### src/design/cipr_pkg.sv
// shared constants, types and register map of the core idle/perf state resolver
package cipr_pkg;

  // idle state codes, numerically ordered: deeper states have larger codes
  localparam int CS_W = 4;
  localparam logic [CS_W-1:0] CS_C0 = 4'h0;
  localparam logic [CS_W-1:0] CS_C1 = 4'h1;
  localparam logic [CS_W-1:0] CS_C3 = 4'h3;
  localparam logic [CS_W-1:0] CS_C6 = 4'h6;
  localparam logic [CS_W-1:0] CS_C10 = 4'ha;

  // legacy idle-level read window and its mapping onto idle states
  localparam logic [CS_W-1:0] LVL_MIN = 4'h2;
  localparam logic [CS_W-1:0] LVL_C3 = 4'h2;
  localparam logic [CS_W-1:0] LVL_C6 = 4'h3;
  localparam logic [CS_W-1:0] LVL_MAX = 4'h7;
  localparam logic [CS_W-1:0] LVL_DEEP_OFS = 4'h3;

  // performance point code width, larger code means higher frequency
  localparam int PS_W = 4;

  // demotion counter widths
  localparam int RES_W = 16;
  localparam int BURST_W = 8;

  // apb register map (byte addresses)
  localparam int ADDR_W = 8;
  localparam logic [ADDR_W-1:0] OFS_CFG = 8'h00;
  localparam logic [ADDR_W-1:0] OFS_RES_THR = 8'h04;
  localparam logic [ADDR_W-1:0] OFS_IRQ_THR = 8'h08;
  localparam logic [ADDR_W-1:0] OFS_PSTATUS = 8'h0c;
  localparam logic [ADDR_W-1:0] OFS_CSTATUS = 8'h10;
  localparam logic [ADDR_W-1:0] OFS_TSTATUS = 8'h14;

  // idle_state_config_control fields
  localparam int CFG_DEM_C3_BIT = 0;
  localparam int CFG_DEM_C1_BIT = 1;
  localparam int CFG_REDIR_BIT = 2;
  localparam int CFG_W = 3;
  localparam logic [CFG_W-1:0] CFG_RST = 3'h0;
  localparam logic [RES_W-1:0] RES_THR_RST = 16'h0100;
  localparam logic [BURST_W-1:0] IRQ_C3_RST = 8'h04;
  localparam logic [BURST_W-1:0] IRQ_C1_EXTRA_RST = 8'h04;
  localparam int IRQ_C1_LSB = 8;

  // performance status fields
  localparam int PST_TGT_LSB = 4;
  localparam int PST_BUSY_BIT = 8;

  // source of a thread idle request
  typedef enum logic [1:0] {SRC_NONE, SRC_HALT, SRC_MONITOR_WAIT_INSTRUCTION, SRC_IOREAD} cipr_src_e;

  typedef struct packed {
    logic valid;
    cipr_src_e src;
    logic [CS_W-1:0] arg;
  } cipr_treq_s;

  typedef struct packed {
    logic irq;
    logic if_flag;
    logic mon_hit;
    logic deadline;
  } cipr_twake_s;

  typedef struct packed {
    logic flush_req;
    logic clk_stop;
    logic save_req;
    logic pwr_off;
    logic restore_req;
    logic snoop_en;
  } cipr_cctl_s;

endpackage

### src/design/cipr_resolver.sv
// core idle and performance state resolver with apb configuration registers
//
// Operation
// - highest requested perf point across active cores
// - accept any time; defer until transition done
// - settle voltage first, then lock pll
// - idle states always pass through C0
// - power actions follow resolved core state only
// - core state is lowest thread request
// - any thread in C0 keeps core C0
// - wake on irq, monitor hit, deadline
// - thread-directed interrupt wakes that thread only
// - system reset re-initialises every core
// - in-range legacy read becomes wait request
// - out-of-range legacy read falls through
// - redirected requests: hint zero, break on irq
// - level 2 to C3, level 3 to C6
// - levels 4-7 map C7-C10, C6 behaviour
// - C1 only when all threads halted/waiting
// - snoops still serviced while in C1
// - C3: flush caches, keep state, stop clocks
// - snoops never wake a C3 core
// - C6: save state, power off; restore on exit
// - optional demotion to C3 and/or C1
// - C1 demotion needs higher interrupt rate
// - demotion off after reset, enabled by register
`timescale 1ns/1ps
module cipr_resolver #(
  parameter int NUM_CORES = 2,
  parameter int THREADS_PER_CORE = 2
) (
  input wire logic REF_CLK,
  input wire logic RST_B,
  input wire logic PSEL,
  input wire logic PENABLE,
  input wire logic PWRITE,
  input wire logic [cipr_pkg::ADDR_W-1:0] PADDR,
  input wire logic [31:0] PWDATA,
  output logic [31:0] PRDATA,
  output logic PREADY,
  output logic PSLVERR,
  input wire cipr_pkg::cipr_treq_s [NUM_CORES*THREADS_PER_CORE-1:0] THREAD_REQ,
  input wire cipr_pkg::cipr_twake_s [NUM_CORES*THREADS_PER_CORE-1:0] THREAD_WAKE,
  output logic [NUM_CORES*THREADS_PER_CORE-1:0][cipr_pkg::CS_W-1:0] THREAD_CSTATE,
  output logic [NUM_CORES*THREADS_PER_CORE-1:0] IO_FALLTHRU,
  input wire logic [NUM_CORES-1:0] CORE_PREQ_VALID,
  input wire logic [NUM_CORES-1:0][cipr_pkg::PS_W-1:0] CORE_PREQ,
  input wire logic [NUM_CORES-1:0] CORE_FLUSH_DONE,
  input wire logic [NUM_CORES-1:0] CORE_SAVE_DONE,
  input wire logic [NUM_CORES-1:0] CORE_RESTORE_DONE,
  output cipr_pkg::cipr_cctl_s [NUM_CORES-1:0] CORE_CTRL,
  output logic [NUM_CORES-1:0][cipr_pkg::CS_W-1:0] CORE_CSTATE,
  output logic VOLT_REQ,
  output logic [cipr_pkg::PS_W-1:0] VOLT_TARGET,
  input wire logic VOLT_OK,
  output logic PLL_REQ,
  output logic [cipr_pkg::PS_W-1:0] FREQ_TARGET,
  input wire logic PLL_LOCKED,
  output logic PSTATE_BUSY
);
  import cipr_pkg::*;

  localparam int NT = NUM_CORES * THREADS_PER_CORE;

  // status registers pack four bits per core and per thread into one word
  if (NUM_CORES < 1 || THREADS_PER_CORE < 1 || NT * CS_W > 32) begin : g_bad_size
    $error("cipr_resolver: unsupported core or thread count");
  end

  typedef enum {CORE_RUN, CORE_HALT, CORE_FLUSH, CORE_CLKOFF, CORE_SAVE, CORE_PWROFF,
                CORE_RESTORE} cipr_core_e;
  typedef enum {PS_IDLE, PS_VOLT, PS_PLL} cipr_ps_e;

  // configuration registers
  logic [CFG_W-1:0] cfg_reg;
  logic [RES_W-1:0] res_thr_reg;
  logic [BURST_W-1:0] irq_c3_reg;
  logic [BURST_W-1:0] irq_c1x_reg;
  logic [31:0] prdata_reg;
  logic apb_wr;
  logic addr_hit;

  // per-thread and per-core observation
  logic [NT-1:0][CS_W-1:0] tstate_reg;
  logic [NUM_CORES-1:0][CS_W-1:0] core_eff;
  logic [NUM_CORES-1:0] core_active;
  logic [31:0] cstatus;
  logic [31:0] tstatus;

  // performance point state
  cipr_ps_e ps_state_reg;
  logic [NUM_CORES-1:0][PS_W-1:0] preq_reg;
  logic [PS_W-1:0] ps_cur_reg;
  logic [PS_W-1:0] ps_tgt_reg;
  logic [PS_W-1:0] ps_want;

  // register file on apb, zero wait states
  assign apb_wr = PSEL && PENABLE && PWRITE;
  assign addr_hit = (PADDR == OFS_CFG) || (PADDR == OFS_RES_THR) || (PADDR == OFS_IRQ_THR) ||
                    (PADDR == OFS_PSTATUS) || (PADDR == OFS_CSTATUS) ||
                    (PADDR == OFS_TSTATUS);
  assign PREADY = 1'b1;
  assign PSLVERR = PSEL && PENABLE && !addr_hit;
  assign PRDATA = prdata_reg;

  // config writes; demotion stays off until software sets it
  always_ff @(posedge REF_CLK) begin
    if (!RST_B) begin
      cfg_reg <= CFG_RST;
      res_thr_reg <= RES_THR_RST;
      irq_c3_reg <= IRQ_C3_RST;
      irq_c1x_reg <= IRQ_C1_EXTRA_RST;
    end else if (apb_wr) begin
      if (PADDR == OFS_CFG) begin
        cfg_reg <= PWDATA[CFG_W-1:0];
      end
      if (PADDR == OFS_RES_THR) begin
        res_thr_reg <= PWDATA[RES_W-1:0];
      end
      if (PADDR == OFS_IRQ_THR) begin
        irq_c3_reg <= PWDATA[BURST_W-1:0];
        irq_c1x_reg <= PWDATA[IRQ_C1_LSB +: BURST_W];
      end
    end
  end

  // read data captured in the setup phase so it comes from a flop in the access phase
  always_ff @(posedge REF_CLK) begin
    if (!RST_B) begin
      prdata_reg <= 32'h0;
    end else if (PSEL && !PENABLE && !PWRITE) begin
      case (PADDR)
        OFS_CFG: prdata_reg <= {{(32-CFG_W){1'b0}}, cfg_reg};
        OFS_RES_THR: prdata_reg <= {{(32-RES_W){1'b0}}, res_thr_reg};
        OFS_IRQ_THR: prdata_reg <= {16'h0, irq_c1x_reg, irq_c3_reg};
        OFS_PSTATUS: prdata_reg <= {23'h0, PSTATE_BUSY, ps_want, ps_cur_reg};
        OFS_CSTATUS: prdata_reg <= cstatus;
        OFS_TSTATUS: prdata_reg <= tstatus;
        default: prdata_reg <= 32'h0;
      endcase
    end
  end

  // flatten per-core and per-thread states for status reads
  always_comb begin
    cstatus = 32'h0;
    tstatus = 32'h0;
    for (int c = 0; c < NUM_CORES; c++) begin
      cstatus[c*CS_W +: CS_W] = core_eff[c];
    end
    for (int t = 0; t < NT; t++) begin
      tstatus[t*CS_W +: CS_W] = tstate_reg[t];
    end
  end

  assign THREAD_CSTATE = tstate_reg;
  assign CORE_CSTATE = core_eff;

  // thread request decode and wake handling
  for (genvar t = 0; t < NT; t++) begin : g_thr
    logic brk_any_reg;
    logic mon_armed_reg;
    logic fall_reg;
    logic io_in_range;
    logic [CS_W-1:0] io_cs;
    logic [CS_W-1:0] req_cs;
    logic wake;

    // legacy level decode; redirection needs the config bit as well
    assign io_in_range = cfg_reg[CFG_REDIR_BIT] && THREAD_REQ[t].arg >= LVL_MIN &&
                         THREAD_REQ[t].arg <= LVL_MAX;
    always_comb begin
      if (THREAD_REQ[t].arg == LVL_C3) begin
        io_cs = CS_C3;
      end else if (THREAD_REQ[t].arg == LVL_C6) begin
        io_cs = CS_C6;
      end else begin
        io_cs = THREAD_REQ[t].arg + LVL_DEEP_OFS;
      end
    end

    // wait hints above the deepest code are clamped; hint zero means no request
    always_comb begin
      case (THREAD_REQ[t].src)
        SRC_HALT: req_cs = CS_C1;
        SRC_MONITOR_WAIT_INSTRUCTION: req_cs = (THREAD_REQ[t].arg > CS_C10) ? CS_C10 : THREAD_REQ[t].arg;
        SRC_IOREAD: req_cs = io_in_range ? io_cs : CS_C0;
        default: req_cs = CS_C0;
      endcase
    end

    // wake only this thread on its own events; masked irq wakes redirected waits
    assign wake = tstate_reg[t] != CS_C0 &&
                  ((THREAD_WAKE[t].irq && (THREAD_WAKE[t].if_flag || brk_any_reg)) ||
                   (mon_armed_reg && (THREAD_WAKE[t].mon_hit || THREAD_WAKE[t].deadline)));

    // new idle request only from C0, every exit goes back to C0
    always_ff @(posedge REF_CLK) begin
      if (!RST_B) begin
        tstate_reg[t] <= CS_C0;
        brk_any_reg <= 1'b0;
        mon_armed_reg <= 1'b0;
      end else if (wake) begin
        tstate_reg[t] <= CS_C0;
        brk_any_reg <= 1'b0;
        mon_armed_reg <= 1'b0;
      end else if (tstate_reg[t] == CS_C0 && THREAD_REQ[t].valid && req_cs != CS_C0) begin
        tstate_reg[t] <= req_cs;
        brk_any_reg <= THREAD_REQ[t].src == SRC_IOREAD;
        mon_armed_reg <= THREAD_REQ[t].src == SRC_MONITOR_WAIT_INSTRUCTION;
      end
    end

    // out-of-range legacy reads are passed on as ordinary port reads
    always_ff @(posedge REF_CLK) begin
      if (!RST_B) begin
        fall_reg <= 1'b0;
      end else begin
        fall_reg <= THREAD_REQ[t].valid && THREAD_REQ[t].src == SRC_IOREAD &&
                    !io_in_range && tstate_reg[t] == CS_C0;
      end
    end
    assign IO_FALLTHRU[t] = fall_reg;
  end

  // per-core resolution, demotion and power sequencing
  for (genvar c = 0; c < NUM_CORES; c++) begin : g_core
    cipr_core_e st_reg;
    logic [CS_W-1:0] resolved;
    logic [CS_W-1:0] target;
    logic core_irq;
    logic deep;
    logic [RES_W-1:0] res_cnt_reg;
    logic [BURST_W-1:0] burst_reg;
    logic [BURST_W:0] c1_thr;

    // lowest thread state wins; any thread in C0 forces C0, C1 needs all threads idle
    always_comb begin
      resolved = tstate_reg[c*THREADS_PER_CORE];
      core_irq = 1'b0;
      for (int t = 0; t < THREADS_PER_CORE; t++) begin
        if (tstate_reg[c*THREADS_PER_CORE+t] < resolved) begin
          resolved = tstate_reg[c*THREADS_PER_CORE+t];
        end
        core_irq = core_irq | THREAD_WAKE[c*THREADS_PER_CORE+t].irq;
      end
    end

    // residency clock runs only in clock-stopped or powered-off states
    assign deep = st_reg == CORE_CLKOFF || st_reg == CORE_PWROFF;

    // short stays between interrupts build the burst count, a long stay clears it
    always_ff @(posedge REF_CLK) begin
      if (!RST_B) begin
        res_cnt_reg <= '0;
        burst_reg <= '0;
      end else if (core_irq) begin
        res_cnt_reg <= '0;
        if (res_cnt_reg >= res_thr_reg) begin
          burst_reg <= '0;
        end else if (burst_reg != {BURST_W{1'b1}}) begin
          burst_reg <= burst_reg + 1'b1;
        end
      end else if (deep && res_cnt_reg != {RES_W{1'b1}}) begin
        res_cnt_reg <= res_cnt_reg + 1'b1;
      end
    end

    // the C1 bar sits strictly above the C3 bar, extra of zero still adds one
    assign c1_thr = {1'b0, irq_c3_reg} + {1'b0, irq_c1x_reg} +
                    {{BURST_W{1'b0}}, irq_c1x_reg == '0};

    // demotion applies to deep requests only and only when enabled
    always_comb begin
      target = resolved;
      if (cfg_reg[CFG_DEM_C1_BIT] && resolved >= CS_C3 &&
          {1'b0, burst_reg} >= c1_thr) begin
        target = CS_C1;
      end else if (cfg_reg[CFG_DEM_C3_BIT] && resolved >= CS_C6 &&
                   burst_reg >= irq_c3_reg) begin
        target = CS_C3;
      end
    end

    // entry only from run, exit only once the resolved state is back at C0
    always_ff @(posedge REF_CLK) begin
      if (!RST_B) begin
        st_reg <= CORE_RUN;
      end else begin
        case (st_reg)
          CORE_RUN: begin
            if (target == CS_C1) begin
              st_reg <= CORE_HALT;
            end else if (target != CS_C0) begin
              st_reg <= CORE_FLUSH;
            end
          end
          CORE_HALT: begin
            if (resolved == CS_C0) begin
              st_reg <= CORE_RUN;
            end
          end
          CORE_FLUSH: begin
            if (CORE_FLUSH_DONE[c]) begin
              st_reg <= (target >= CS_C6) ? CORE_SAVE : CORE_CLKOFF;
            end
          end
          CORE_CLKOFF: begin
            if (resolved == CS_C0) begin
              st_reg <= CORE_RUN;
            end
          end
          CORE_SAVE: begin
            if (CORE_SAVE_DONE[c]) begin
              st_reg <= CORE_PWROFF;
            end
          end
          CORE_PWROFF: begin
            if (resolved == CS_C0) begin
              st_reg <= CORE_RESTORE;
            end
          end
          CORE_RESTORE: begin
            if (CORE_RESTORE_DONE[c]) begin
              st_reg <= CORE_RUN;
            end
          end
          default: st_reg <= CORE_RUN;
        endcase
      end
    end

    // sequencer outputs; snoops are served while running or halted, never in deep states
    always_comb begin
      CORE_CTRL[c].flush_req = st_reg == CORE_FLUSH;
      CORE_CTRL[c].clk_stop = st_reg == CORE_CLKOFF || st_reg == CORE_SAVE ||
                              st_reg == CORE_PWROFF;
      CORE_CTRL[c].save_req = st_reg == CORE_SAVE;
      CORE_CTRL[c].pwr_off = st_reg == CORE_PWROFF;
      CORE_CTRL[c].restore_req = st_reg == CORE_RESTORE;
      CORE_CTRL[c].snoop_en = st_reg == CORE_RUN || st_reg == CORE_HALT;
      case (st_reg)
        CORE_HALT: core_eff[c] = CS_C1;
        CORE_CLKOFF: core_eff[c] = CS_C3;
        CORE_PWROFF: core_eff[c] = CS_C6;
        default: core_eff[c] = CS_C0;
      endcase
    end
    assign core_active[c] = st_reg == CORE_RUN;

    // latest perf request per core, accepted at any time
    always_ff @(posedge REF_CLK) begin
      if (!RST_B) begin
        preq_reg[c] <= '0;
      end else if (CORE_PREQ_VALID[c]) begin
        preq_reg[c] <= CORE_PREQ[c];
      end
    end
  end

  // highest request among running cores; with none running the point is held
  always_comb begin
    ps_want = ps_cur_reg;
    if (|core_active) begin
      ps_want = '0;
      for (int c = 0; c < NUM_CORES; c++) begin
        if (core_active[c] && preq_reg[c] > ps_want) begin
          ps_want = preq_reg[c];
        end
      end
    end
  end

  // one transition at a time: a newer wish waits for the running one to finish
  always_ff @(posedge REF_CLK) begin
    if (!RST_B) begin
      ps_state_reg <= PS_IDLE;
      ps_cur_reg <= '0;
      ps_tgt_reg <= '0;
    end else begin
      case (ps_state_reg)
        PS_IDLE: begin
          if (ps_want != ps_cur_reg) begin
            ps_tgt_reg <= ps_want;
            ps_state_reg <= PS_VOLT;
          end
        end
        PS_VOLT: begin
          if (VOLT_OK) begin
            ps_state_reg <= PS_PLL;
          end
        end
        PS_PLL: begin
          if (PLL_LOCKED) begin
            ps_cur_reg <= ps_tgt_reg;
            ps_state_reg <= PS_IDLE;
          end
        end
        default: ps_state_reg <= PS_IDLE;
      endcase
    end
  end

  // voltage request precedes the pll lock request, never overlapping
  assign VOLT_REQ = ps_state_reg == PS_VOLT;
  assign PLL_REQ = ps_state_reg == PS_PLL;
  assign VOLT_TARGET = ps_tgt_reg;
  assign FREQ_TARGET = ps_tgt_reg;
  assign PSTATE_BUSY = ps_state_reg != PS_IDLE;

endmodule

### config.mk
export PLATFORM = sky130hd
export DESIGN_NAME = cipr_resolver
export DESIGN_NICKNAME = d
export VERILOG_FILES = /design/src/design/cipr_pkg.sv /design/src/design/cipr_resolver.sv
export SDC_FILE = /design/constraint.sdc
export NUM_CORES = 1
export LEC_CHECK = 0
export BUFFER_PORTS_ARGS = -buffer_cell sky130_fd_sc_hd__buf_2
export CELL_PAD_IN_SITES_DETAIL_PLACEMENT = 0
export CELL_PAD_IN_SITES_GLOBAL_PLACEMENT = 1
export CORE_ASPECT_RATIO = 0.9
export CORE_MARGIN = 2
export CORE_UTILIZATION = 42
export CTS_BUF_LIST = sky130_fd_sc_hd__clkbuf_4
export CTS_CLUSTER_DIAMETER = 40
export DETAILED_ROUTE_END_ITERATION = 16
export HOLD_SLACK_MARGIN = 0.1
export PLACE_DENSITY = 0.81
export SLEW_MARGIN = 20
export SYNTH_ARGS = -nofsm -noshare
export SYNTH_HDL_FRONTEND = slang
export SYNTH_SLANG_ARGS = --single-unit
export TNS_END_PERCENT = 100
### constraint.sdc
create_clock -name REF_CLK -period 5.1 [get_ports REF_CLK]
set_clock_uncertainty 0.05 [all_clocks]
set_input_delay 1.02 -clock REF_CLK [delete_from_list [all_inputs] [get_ports REF_CLK]]
set_output_delay 1.02 -clock REF_CLK [all_outputs]
set_load 0.03 [all_outputs]
== Yosys cells after proc, flatten, opt, wreduce, memory -nomap -nowiden ==
Cells that the tools add are included.

* $add $sub $neg: 10
* $mul: 0
* Div/mod/pow operators: 0
* Magnitude comparators: 28
* Equal/unequal tests: 75
* Shift-type cells: 0
* Multiplexer cells: 59
* Bitwise logic cells: 3
* Reduce and logical (&&, ||, !) cells: 134

{| class="wikitable"
|+ Operator list
! operator !! number
|-
| 2-to-1 mux 32 bit || 17
|-
| one-hot mux 32 bit (6 select lines) || 2
|-
| equality test 32 x 3 -> 1 bit (second input constant) || 11
|-
| equality test 32 x 2 -> 1 bit (second input constant) || 8
|-
| equality test 32 x 4 -> 1 bit (second input constant) || 6
|-
| zero test 32 bit || 5
|-
| 2-to-1 mux 4 bit || 26
|-
| equality test 32 x 1 -> 1 bit (second input constant) || 3
|-
| one-hot mux 16 bit (6 select lines) || 1
|-
| one-hot mux 32 bit (3 select lines) || 1
|-
| logical AND 1 bit || 57
|-
| one-hot mux 4 bit (3 select lines) || 4
|-
| nonzero test 4 bit || 10
|-
| adder 16 x 1 -> 16 bit (second input constant) || 2
|-
| equality test 4 x 2 -> 1 bit (second input constant) || 8
|-
| greater-or-equal comparator 16 bit || 2
|-
| 2-to-1 mux 8 bit || 4
|-
| != test 16 bit (second input constant) || 2
|-
| nonzero test 32 bit || 1
|-
| logical OR 1 bit || 25
|-
| greater-or-equal comparator 4 x 2 -> 1 bit (second input constant) || 6
|-
| zero test 4 bit || 6
|-
| != test 2 bit (second input constant) || 11
|-
| greater-or-equal comparator 8 x 9 -> 1 bit || 2
|-
| 32 further kinds || 89
|}

* Register bits after elaboration: 255
* Latch bits: 0
* Memory bits (writable): 0
* ROM bits: 0
* Input port bits: 107
* Output and inout bits: 85
* Word-level logic and storage cells: 341
* Memories: 0

== Longest topological paths before layout ==
Gate-level depths: netlist (run 1).

* Depth in word-level cells: 11
* Gate-level depth with buffers: 19
* Mapped depth without buffers: 19

== Least setup slack after synthesis (run 1) ==
No wires, ideal clock.

* Path kind: reg2reg
* Start: reg irq_c1x_reg[1]
* End: reg g_core[1].st_reg[0]
* Setup time: 91 ps
* Data arrival time: 3745 ps
* Data required time: 4959 ps
* Setup slack: 1214 ps
* Cell stages (with the launch flop): 20
* Buffers on the path: 0
* Period minus slack after synthesis: 3886 ps
* Cell sequence: dfxtp_1 -> nor4_1 -> nand2_1 -> fa_1 -> nor2b_1 -> o21ai_0 -> a21oi_1 -> o21ai_0 -> nand2b_1 -> xnor2_1 -> ha_1 -> nand2_1 -> or3_1 -> a211oi_1 -> nor4_1 -> maj3_1 -> a21oi_2 -> nor4_1 -> o31a_1 -> a311oi_1

* Cells in the longest elaborated chain, start to end: 9
* Elaborated cells between the ends (all ways): 15
* Classes of those cells: add/sub (2); order compare (2); eq/ne (2); mux (5); reduce/logical (4)

{| class="wikitable"
|+ Ends and longest elaborated chain
! what !! RTL line !! source
|-
| start, declared || cipr_resolver.sv:78 || <nowiki>logic [BURST_W-1:0] irq_c1x_reg;</nowiki>
|-
| start signal, assigned || cipr_resolver.sv:122 || <nowiki>irq_c1x_reg <= PWDATA[IRQ_C1_LSB +: BURST_W];</nowiki>
|-
| adder 8 x 8 -> 9 bit or zero test 8 bit (tied branches) || cipr_resolver.sv:270, cipr_resolver.sv:271 ||
|-
| adder 9 x 1 -> 9 bit * || cipr_resolver.sv:270 || <nowiki>assign c1_thr = {1'b0, irq_c3_reg} + {1'b0, irq_c1x_reg} +</nowiki>
|-
| greater-or-equal comparator 8 x 9 -> 1 bit * || cipr_resolver.sv:277 || <nowiki>{1'b0, burst_reg} >= c1_thr) begin</nowiki>
|-
| logical AND 1 bit * || cipr_resolver.sv:276 || <nowiki>if (cfg_reg[CFG_DEM_C1_BIT] && resolved >= CS_C3 &&</nowiki>
|-
| 2-to-1 mux 4 bit * || cipr_resolver.sv:276 ||
|-
| greater-or-equal comparator 4 x 3 -> 1 bit || cipr_resolver.sv:305 || <nowiki>st_reg <= (target >= CS_C6) ? CORE_SAVE : CORE_CLKOFF;</nowiki>
|-
| 2-to-1 mux 3 bit || cipr_resolver.sv:305 ||
|-
| 2-to-1 mux 32 bit || cipr_resolver.sv:304 || <nowiki>if (CORE_FLUSH_DONE[c]) begin</nowiki>
|-
| one-hot mux 32 bit (6 select lines) || cipr_resolver.sv:290 || <nowiki>case (st_reg)</nowiki>
|-
| end signal, assigned || cipr_resolver.sv:305 ||
|-
| end, declared || cipr_resolver.sv:228 || <nowiki>cipr_core_e st_reg;</nowiki>
|}

Every way passes the cells marked *; elsewhere a longest branch is shown, timed or not. The select of a mux whose other input is x is not followed.
A chain may end at the register's enable or synchronous reset.

== Worst setup path in the final report (run 1) ==
* Start: reg irq_c1x_reg[4]
* End: reg g_core[1].st_reg[0]

Same word-level chain as after synthesis.

==> results of run 1 <==
==> through the flow <==
stage / worst slack [ps] / utilization [%] / hold slack [ps] / instance area [um^2] / instances
after floorplan: 1210 / - / 378 / 10200 / 1321
after global placement: 762 / 46.8 / 391 / 11000 / 1706
after detailed placement: 674 / 46.8 / 396 / 11000 / 1706
after CTS: 656 / 48.2 / 415 / 11300 / 1738
after global routing: 249 / 48.3 / 449 / 11400 / 1741
final: 596 / 48.3 / 413 / 11400 / 1741
==> worst min-delay path, cell delays in order, from the launching register on <==
cell     delay, ps
dfxtp_1        330
nand2_1         50
a21oi_1         50
==> path summary, 6_finish.rpt <==
check             slack, ps  depth (start not counted)                                to                        start
hold reg to reg         410                          2            PRDATA[6]$_SDFFE_PN0P_       PRDATA[6]$_SDFFE_PN0P_
setup reg to reg        600                         19  g_core[1].st_reg[0]$_SDFFE_PN0P_  irq_c1x_reg[4]$_SDFFE_PN0P_
setup / recovery        600                         19  g_core[1].st_reg[0]$_SDFFE_PN0P_  irq_c1x_reg[4]$_SDFFE_PN0P_
hold / removal          410                          2            PRDATA[6]$_SDFFE_PN0P_       PRDATA[6]$_SDFFE_PN0P_
==> layer usage <==
metal	GRT usage [%]	vias to the layer above
met4	5.09	2
met1	32.0	4345
met3	4.94	32
met2	36.4	290
li1	-	4806
met5	0	-
==> cell families (layout without fill, tap and decap cells) <==
kind of cell	count (synthesis)	in the layout	share of synthesized area, %
xor+xnor	41	41	3.53
fa+ha+maj	99	99	12.3
compound gates	317	317	20.1
simple gates	491	491	22.6
mux	45	45	4.61
flops	151	151	29.8
other cells	2	22	0.0739
buf+inv	158	273	7.02
==> layout make-up <==
| cell class | count | area share [%] |
|---|---|---|
| Antenna cell | 3 | 0.0661 |
| Clock buffer | 18 | 1.19 |
| Tap cell | 302 | 3.33 |
| Sequential cell | 151 | 26.6 |
| Multi-Input combinational cell | 1012 | 57.3 |
| Inverter | 80 | 2.64 |
| Timing Repair Buffer | 161 | 7.20 |
| Clock inverter | 14 | 1.72 |
==> synth_stat cells (4+ instances only) <==
cell	count	area share, %
a222oi_1	11	1.1
mux2_2	4	0.44
and3_1	8	0.49
or3_1	13	0.80
a31oi_1	14	0.86
nor2b_1	13	0.80
nor2_1	146	5.4
nand2b_1	21	1.3
o2111ai_1	9	0.78
o22ai_1	6	0.37
a211oi_1	9	0.66
or2_2	4	0.25
nand4_1	14	0.86
and4_1	4	0.34
a21oi_1	111	5.5
a211o_1	4	0.34
ha_1	95	12
nand3_1	33	1.6
mux2i_1	37	3.6
o21ai_0	66	3.3
o211ai_1	9	0.66
xor2_1	22	1.9
a21o_1	21	1.6
nand2_1	160	5.9
xnor2_1	19	1.6
clkbuf_1	41	1.5
nor4_1	11	0.68
and2_1	12	0.74
o21a_1	8	0.59
o21ai_1	4	0.20
dfxtp_1	151	30
inv_1	79	2.9
buf_4	31	2.3
nor3b_1	10	0.74
nor3_1	23	1.1
==> power by group through the flow <==
stage	clock, mW	combinational [mW]	sequential (mW)
detailed placement	0	0.636	1.30
finish	0.873	0.640	1.27
global placement	0	0.628	1.30
floorplan	0	0.473	1.30
global route	0.948	0.701	1.28
CTS	0.895	0.638	1.27
==> cells in the final DEF (no fill, tap or decap), types with 5 or more instances in the layout <==
cell type and count:
a211oi_1 9, a21o_1 21, a21oi_1 111, a222oi_1 11
a31oi_1 14, and2_1 12, and3_1 8, buf_2 156
buf_4 5, clkbuf_4 18, conb_1 19, dfxtp_1 151
ha_1 95, inv_1 79, mux2i_1 37, nand2_1 160
nand2b_1 21, nand3_1 33, nand4_1 14, nor2_1 146
nor2b_1 13, nor3_1 22, nor3b_1 10, nor4_1 11
o2111ai_1 9, o211ai_1 9, o21a_1 8, o21ai_0 66
o22ai_1 6, or3_1 13, xnor2_1 19, xor2_1 22
==> run summary, run 1 <==
root buffer cell: clkbuf_4
Final Critical Period: 4500 ps
CP max-delay cell: fa_1
sequential share of power: 45.7%
Critical Path Start Type: register
number of clock sinks: 151
1st-iter DRT viols: 778
Fill cells: 2353
Slew Limit Fails: 0
crit path max fanout: 5
WL met1: 14000 um
Comb pwr share: 23.0%
register area: 3020 um^2
Pre-Repair DR Iteration Count: 6
RSZ-0062 raised after global routing: false
Top Layer Used: met5
relative slew slack: 30.4%
Fin. Hold Viols: 0
Mapped Cells: 1304
hold buffer count at cts: 0
flops & latches, synth: 151
starting density of the core: 43.2%
Data arrival, critical path: 4950 ps
Critical Path RT: 5540 ps
row count: 53
critical-path cell list: nor4_1, nand2_1, fa_1, nor2b_1, o21ai_0, a21oi_1, o21ai_0, nand2b_1, xnor2_1, ha_1, nand2_1, or3_1, a211oi_1, nor4_1, maj3_1, a21oi_2, nor4_1, o31a_1, a311oi_1
via count: 9475
worst hold path class: register to register
Max-cap violations: 0
Setup TNS: 0 ps
# nets final: 1627
post-detailed-route wirelength per cell: 16.7 um
fraction of registers with async set/reset: 0%
Area Growth Syn to Fin: 11.8%
CP Capture Type: register
All-Layer GR Usage: 22.9%
initial antenna violation count: 3
Buf/Inv on CP: 0
cell family with most CP delay: compound AO/OA/AOI/OAI gates
Most used DFF post-synth: dfxtp_1
Max Root-Sink Buffers: 2
vias per cell: 5.44
core area: 23500 um^2
slowest stage delay, CP: 400 ps
DIE AREA: 25500 um^2
Least-Margin Pin Slew: 1040 ps
global-route wire length before repair: 46000 um
post-CTS sizing: 0
Syn Area/Cell: 7.79 um^2
number of global-route vias before repair: 8594
Chip Height: 152 um
maximum number of pins on one net before global-route repair: 41
critical setup path kind: register to register
post-CTS setup buffer count: 0
placer congestion estimate: 0.843
die width: 168 um
Max Freq: 222 MHz
P_leak: 4.72 nW
worst skew pair latency: 560 ps
Post-Syn Area: 10200 um^2
CTS clk-pin slew, worst paths: 150 ps
Sw Ratio: 33.5%
YS warnings: 0
Final setup viols: 0
clock share of power: 31.3%
drt total wl: 29000 um
peak supply drop: 0.000118 V
P_int: 1.85 mW
Final ANT Viol Nets: 0
overall power: 2.79 mW
routed wl met2: 12800 um
dpl hpwl: 22600 um
max FFs per register: 32
Seq/Total Area, Yosys: 29.8%
Post-synth EDFFs: 0
Period Utilization, post-route: 88.3%
Switch Pwr: 0.934 mW
met3 wire len: 1890 um
Unique masters post-synth: 81
CTS tree: yes
multi-input logic area: 6510 um^2
layout cell share with drive strength beyond 1: 15.0%
H-tree Lvls: 4
I/O pins: 192
status: complete, no violations
grt ovf: 0
Num CTS Buffers: 17
Crit path top cell by count: nor4_1
PwrDens: 245 nW/um^2
Port Buffer Count: 156
drt drc: 0
Note: power is estimated with default switching activity, not from simulation.
==> run 2: changes to the inputs <==
--- a/config.mk
+++ b/config.mk
@@ -10,12 +10,12 @@
 export CELL_PAD_IN_SITES_GLOBAL_PLACEMENT = 1
 export CORE_ASPECT_RATIO = 0.9
 export CORE_MARGIN = 2
-export CORE_UTILIZATION = 42
+export CORE_UTILIZATION = 46
 export CTS_BUF_LIST = sky130_fd_sc_hd__clkbuf_4
 export CTS_CLUSTER_DIAMETER = 40
 export DETAILED_ROUTE_END_ITERATION = 16
 export HOLD_SLACK_MARGIN = 0.1
-export PLACE_DENSITY = 0.81
+export PLACE_DENSITY = 0.88
 export SLEW_MARGIN = 20
 export SYNTH_ARGS = -nofsm -noshare
 export SYNTH_HDL_FRONTEND = slang
==> constraint.sdc (replaced) <==
create_clock -name REF_CLK -period 5.65 [get_ports REF_CLK]
set_clock_uncertainty 0.05 [all_clocks]
set_input_delay 1.13 -clock REF_CLK [delete_from_list [all_inputs] [get_ports REF_CLK]]
set_output_delay 1.13 -clock REF_CLK [all_outputs]
set_load 0.03 [all_outputs]
==> run 2 against run 1 <==
Compared with the run above: via count rose by 0.92%; cell count is 0.86% lower; die area down 8.5%; register-to-register slack better by 550 ps; maximum frequency about the same; first-iteration DRC count down 6.0%; total power shrank 10%; critical endpoint unchanged; highest routed layer is now met4.
==> run summary, run 2 (same netlist as run 1, synthesis figures left out) <==
hold buffer count at cts: 0 (unchanged)
GR Layer Usage met3: 5.00% (was 4.94%)
Num CTS Buffers: 17 (unchanged)
register area: 3020 um^2 (unchanged)
Chip Height: 145 um (was 152 um)
post-detailed-route wirelength per cell: 16.3 um (was 16.7 um)
sequential share of power: 46.1% (was 45.7%)
worst skew pair latency: 570 ps (was 560 ps)
Final setup viols: 0 (unchanged)
CP Capture Type: register (unchanged)
Comb pwr share: 23.0% (about the same)
RSZ-0062 raised after global routing: false (unchanged)
Max Freq: 222 MHz (about the same)
vias per cell: 5.54 (was 5.44)
drt drc: 0 (unchanged)
Data arrival, critical path: 4960 ps (was 4950 ps)
P_int: 1.64 mW (was 1.85 mW)
worst hold path class: register to register (unchanged)
global-route wire length before repair: 44500 um (was 46000 um)
met2 Usage GRT: 37.3% (was 36.4%)
number of global-route vias before repair: 8701 (was 8594)
Final ANT Viol Nets: 0 (unchanged)
CTS tree: yes (unchanged)
Port Buffer Count: 156 (unchanged)
# nets final: 1625 (was 1627)
Max Root-Sink Buffers: 2 (unchanged)
grt ovf: 0 (unchanged)
placed insts: 1693 (was 1706)
max FFs per register: 32 (unchanged)
commonest non-fill, non-tap cells in the layout: 160 x nand2_1, 156 x buf_2, 151 x dfxtp_1 (unchanged)
Critical Path Start Type: register (unchanged)
final cell count without fillers: 1726 (was 1741)
Fill cells: 2161 (was 2353)
CTS clk-pin slew, worst paths: 150 ps (about the same)
overall power: 2.50 mW (was 2.79 mW)
GRT busiest layer: met2 (unchanged)
I/O pins: 192 (unchanged)
Final Critical Period: 4510 ps (was 4500 ps)
1st-iter DRT viols: 731 (was 778)
Pre-Repair DR Iteration Count: 9 (was 6)
multi-input logic area: 6500 um^2 (was 6510 um^2)
relative slew slack: 27.0% (was 30.4%)
row count: 51 (was 53)
Fin. Hold Viols: 0 (unchanged)
clock share of power: 31.0% (was 31.3%)
Setup TNS: 0 ps (unchanged)
PwrDens: 221 nW/um^2 (was 245 nW/um^2)
P_leak: 4.71 nW (was 4.72 nW)
drt total wl: 28100 um (was 29000 um)
Sw Ratio: 34.3% (was 33.5%)
number of clock sinks: 151 (unchanged)
Area Growth Syn to Fin: 11.4% (was 11.8%)
Period Utilization, post-route: 79.7% (was 88.3%)
maximum number of pins on one net before global-route repair: 48 (was 41)
Max-cap violations: 0 (unchanged)
peak supply drop: 0.000187 V (was 0.000118 V)
die width: 161 um (was 168 um)
critical setup path kind: register to register (unchanged)
H-tree Lvls: 4 (unchanged)
core area: 21600 um^2 (was 23500 um^2)
placer congestion estimate: 0.888 (was 0.843)
Switch Pwr: 0.857 mW (was 0.934 mW)
DIE AREA: 23300 um^2 (was 25500 um^2)
via count: 9562 (was 9475)
initial antenna violation count: 1 (was 3)
crit path max fanout: 5 (unchanged)
starting density of the core: 47.0% (was 43.2%)
root buffer cell: clkbuf_4 (unchanged)
status: complete, no violations (unchanged)
post-CTS sizing: 0 (unchanged)
dpl hpwl: 21800 um (was 22600 um)
layout cell share with drive strength beyond 1: 15.0% (about the same)
commonest non-fill, non-tap cell in the layout: nand2_1 (unchanged)
Slew Limit Fails: 0 (unchanged)
Least-Margin Pin Slew: 1090 ps (was 1040 ps)
met1 usage: 32.8% (was 32.0%)
Critical Path RT: 6100 ps (was 5540 ps)
post-CTS setup buffer count: 0 (unchanged)
All-Layer GR Usage: 23.6% (was 22.9%)
-- run 2: metrics by stage --
| stage | setup slack (ps) | utilization (%) | hold WS, ps | instance area [um^2] |
|---|---|---|---|---|
| 3_5_place_dp | 1210 | 50.8 | 398 | 11000 |
| 4_1_cts | 1180 | 52.3 | 417 | 11300 |
| 5_1_grt | 928 | 52.3 | 442 | 11300 |
| 3_3_place_gp | 1300 | 50.8 | 391 | 11000 |
| 6_report | 1140 | 52.3 | 416 | 11300 |
| 2_1_floorplan | 1760 | - | 378 | 10200 |
-- run 2: path summary, 6_finish.rpt --
check | from | endpoint | cells past startpoint | slack [ps]
min reg2reg | res_thr_reg[4]$_SDFFE_PN0P_ | res_thr_reg[4]$_SDFFE_PN0P_ | 2 | 420
min | res_thr_reg[4]$_SDFFE_PN0P_ | res_thr_reg[4]$_SDFFE_PN0P_ | 2 | 420
max reg2reg | irq_c1x_reg[4]$_SDFFE_PN0P_ | g_core[1].st_reg[0]$_SDFFE_PN0P_ | 19 | 1140
max | irq_c1x_reg[4]$_SDFFE_PN0P_ | g_core[1].st_reg[0]$_SDFFE_PN0P_ | 19 | 1140
-- run 2: metal layers --
layer  share of wire [%]  up-vias
met1                  47     4473
li1                    -     4801
met5                   0        -
met2                  45      257
met3                 6.1       31
met4                 1.6        0
-- run 2: cell type report --
class,count,share of cell area (%)
multi-input cells,1012,57.5
flip-flops and latches,151,26.7
repair buffers,159,7.10
well taps,291,3.22
inverters,80,2.65
clock inverters,14,1.66
clock buffers,18,1.19
diodes,1,0.0221
-- run 2: worst max-delay path, cell delays in order (launching register included) --
cell	delay (ps)
dfxtp_1	380
nor4_1	330
nand2_1	110
fa_1	420
nor2b_1	130
o21ai_0	110
a21oi_1	190
o21ai_0	90
nand2b_1	120
xnor2_1	110
ha_1	360
nand2_1	60
or3_1	300
a211oi_1	210
nor4_1	90
maj3_1	370
a21oi_2	330
nor4_1	130
o31a_1	320
a311oi_1	230
-- run 2: power groups by stage --
| stage | registers, mW | logic (mW) | clock network [mW] |
|---|---|---|---|
| finish | 1.15 | 0.573 | 0.773 |
| global route | 1.16 | 0.631 | 0.826 |
| detailed placement | 1.17 | 0.569 | 0 |
| CTS | 1.15 | 0.573 | 0.785 |
| floorplan | 1.17 | 0.427 | 0 |
| global placement | 1.17 | 0.562 | 0 |
==> run 3: changes to the inputs <==
--- a/config.mk
+++ b/config.mk
@@ -10,12 +10,12 @@
 export CELL_PAD_IN_SITES_GLOBAL_PLACEMENT = 1
 export CORE_ASPECT_RATIO = 0.9
 export CORE_MARGIN = 2
-export CORE_UTILIZATION = 46
+export CORE_UTILIZATION = 38
 export CTS_BUF_LIST = sky130_fd_sc_hd__clkbuf_4
 export CTS_CLUSTER_DIAMETER = 40
 export DETAILED_ROUTE_END_ITERATION = 16
 export HOLD_SLACK_MARGIN = 0.1
-export PLACE_DENSITY = 0.88
+export PLACE_DENSITY = 0.78
 export SLEW_MARGIN = 20
 export SYNTH_ARGS = -nofsm -noshare
 export SYNTH_HDL_FRONTEND = slang
==> constraint.sdc (replaced) <==
create_clock -name REF_CLK -period 4.04 [get_ports REF_CLK]
set_clock_uncertainty 0.05 [all_clocks]
set_input_delay 0.808 -clock REF_CLK [delete_from_list [all_inputs] [get_ports REF_CLK]]
set_output_delay 0.808 -clock REF_CLK [all_outputs]
set_load 0.03 [all_outputs]
==> run 3 against run 2 <==
Compared with the run above: the run now ends with setup timing left; critical path depth is the same; combinational power increased by 49%; first-iteration DRC count shrank 11%; critical endpoint unchanged; highest routed layer unchanged.
==> run summary, run 3 (same netlist as run 1, synthesis figures left out) <==
PwrDens: 310 nW/um^2 (was 221 nW/um^2)
Chip Height: 159 um (was 145 um)
root buffer cell: clkbuf_4 (unchanged)
Least-Margin Pin Slew: 924 ps (was 1090 ps)
number of global-route vias before repair: 8750 (was 8701)
vias per cell: 5.29 (was 5.54)
die width: 176 um (was 161 um)
post-detailed-route wirelength per cell: 16.6 um (was 16.3 um)
dpl ws: -260 ps (was 1210 ps)
Max-cap violations: 0 (unchanged)
Fin. Hold Viols: 0 (unchanged)
Area Growth Syn to Fin: 15.6% (was 11.4%)
grt ovf: 0 (unchanged)
WL met1: 14300 um (was 13300 um)
Critical Path Start Type: register (unchanged)
CP Capture Type: register (unchanged)
Max Root-Sink Buffers: 2 (unchanged)
Pre-Repair DR Iteration Count: 5 (was 9)
placed cell area: 11200 um^2 (was 11000 um^2)
Data arrival, critical path: 4540 ps (was 4960 ps)
global-route wire length before repair: 47200 um (was 44500 um)
# nets final: 1650 (was 1625)
placer congestion estimate: 0.869 (was 0.888)
final cell count without fillers: 1811 (was 1726)
core area: 26200 um^2 (was 21600 um^2)
Final setup viols: 2 (was 0)
number of clock sinks: 151 (unchanged)
CTS clk-pin slew, worst paths: 160 ps (was 150 ps)
failing checks: setup timing
routed wl met2: 13200 um (was 12700 um)
dpl hpwl: 23100 um (was 21800 um)
starting density of the core: 38.8% (was 47.0%)
Final Critical Period: 4090 ps (was 4510 ps)
Period Utilization, post-route: 101% (was 79.7%)
relative slew slack: 37.8% (was 27.0%)
commonest non-fill, non-tap cells in the layout: 160 x nand2_1, 156 x buf_2, 148 x dfxtp_1 (was 160 x nand2_1, 156 x buf_2, 151 x dfxtp_1)
H-tree Lvls: 4 (unchanged)
All-Layer GR Usage: 21.0% (was 23.6%)
drt drc: 0 (unchanged)
fin worst setup slack: -52.1 ps (was 1140 ps)
P_leak: 4.88 nW (was 4.71 nW)
Layout Utilization: 44.8% (was 52.3%)
layout cell share with drive strength beyond 1: 18.2% (was 15.0%)
Port Buffer Count: 156 (unchanged)
drt total wl: 30000 um (was 28100 um)
crit path max fanout: 4 (was 5)
initial antenna violation count: 4 (was 1)
Critical Path RT: 4490 ps (was 6100 ps)
1st-iter DRT viols: 648 (was 731)
maximum number of pins on one net before global-route repair: 43 (was 48)
commonest non-fill, non-tap cell in the layout: nand2_1 (unchanged)
hold buffer count at cts: 0 (unchanged)
final instance area: 11700 um^2 (was 11300 um^2)
worst skew pair latency: 590 ps (was 570 ps)
peak supply drop: 0.000190 V (was 0.000187 V)
Max Freq: 244 MHz (was 222 MHz)
status: complete, but fails checks (was complete, no violations)
CTS tree: yes (unchanged)
met3 wire len: 1940 um (was 1710 um)
critical setup path kind: register to register (unchanged)
DIE AREA: 28100 um^2 (was 23300 um^2)
via count: 9576 (was 9562)
Top Layer Used: met4 (unchanged)
Num CTS Buffers: 17 (unchanged)
I/O pins: 192 (unchanged)
Final ANT Viol Nets: 0 (unchanged)
row count: 56 (was 51)
Slew Limit Fails: 0 (unchanged)
max FFs per register: 32 (unchanged)
RSZ-0062 raised after global routing: true (was false)
worst hold path class: input port to register (was register to register)
placed insts: 1774 (was 1693)
[run 3: routing by layer]
metal | vias up | global-route usage (%)
li1 | 4859 | -
met3 | 32 | 5.04
met5 | - | 0
met1 | 4424 | 29.1
met2 | 261 | 32.5
met4 | 0 | 5.30
[run 3: through the flow]
| step | hold slack (ps) | setup TNS [ps] | power, mW |
|---|---|---|---|
| final | 395 | -59.0 | 3.64 |
| after global routing | 378 | -1090 | 3.82 |
| after CTS | 371 | -300 | 3.64 |
| after detailed placement | 401 | -818 | 2.46 |
| after global placement | 392 | -561 | 2.46 |
| after floorplan | 378 | 0 | 2.23 |
[run 3: power by group]
part           switching, mW  internal, mW  total (mW)
combinational          0.530         0.325       0.855
sequential            0.0740          1.54        1.61
clock                  0.652         0.519        1.17
total                   1.26          2.38        3.64
[run 3: worst max-delay path, cell delays in order (launching register included)]
cell and delay [ps]:
dfxtp_2 340, nor4_2 280, nand2_1 120, fa_2 370, nor2b_2 130, o21ai_2 80
a21oi_2 180, o21ai_1 70, nand2b_1 140, xnor2_2 90, ha_1 320, nand2_1 50
or3_1 380, a211oi_2 250, nor4_2 80, maj3_2 330, a21oi_4 260, o21ai_2 110
o2bb2ai_2 130, a311oi_1 250
[run 3: final timing paths]
check,startpoint,endpoint,slack [ps],depth (start not counted)
worst max-delay path,irq_c1x_reg[4]$_SDFFE_PN0P_,g_core[1].st_reg[0]$_SDFFE_PN0P_,-50,19
worst min-delay path,CORE_PREQ[1],preq_reg[1]$_SDFFE_PN0P_,390,3
worst max register to register,irq_c1x_reg[4]$_SDFFE_PN0P_,g_core[1].st_reg[0]$_SDFFE_PN0P_,-50,19
worst min register to register,res_thr_reg[4]$_SDFFE_PN0P_,res_thr_reg[4]$_SDFFE_PN0P_,420,2
[run 3: area by class of cell]
| type | count | area (um^2) |
|---|---|---|
| Inverter | 80 | 300 |
| Fill cell | 2713 | 14500 |
| Antenna cell | 4 | 10.0 |
| Timing Repair Buffer | 184 | 991 |
| Multi-Input combinational cell | 1012 | 6620 |
| Sequential cell | 151 | 3030 |
| Clock inverter | 15 | 230 |
| Tap cell | 348 | 435 |
| Clock buffer | 17 | 128 |
[run 3: timing repair]
item / CTS / global route
pin swaps: 13 / 24
gates resized for setup: 15 / 17
endpoints found under the setup margin: 5 / 6
setup buffers: 0 / 1
gates cloned: 0 / 0
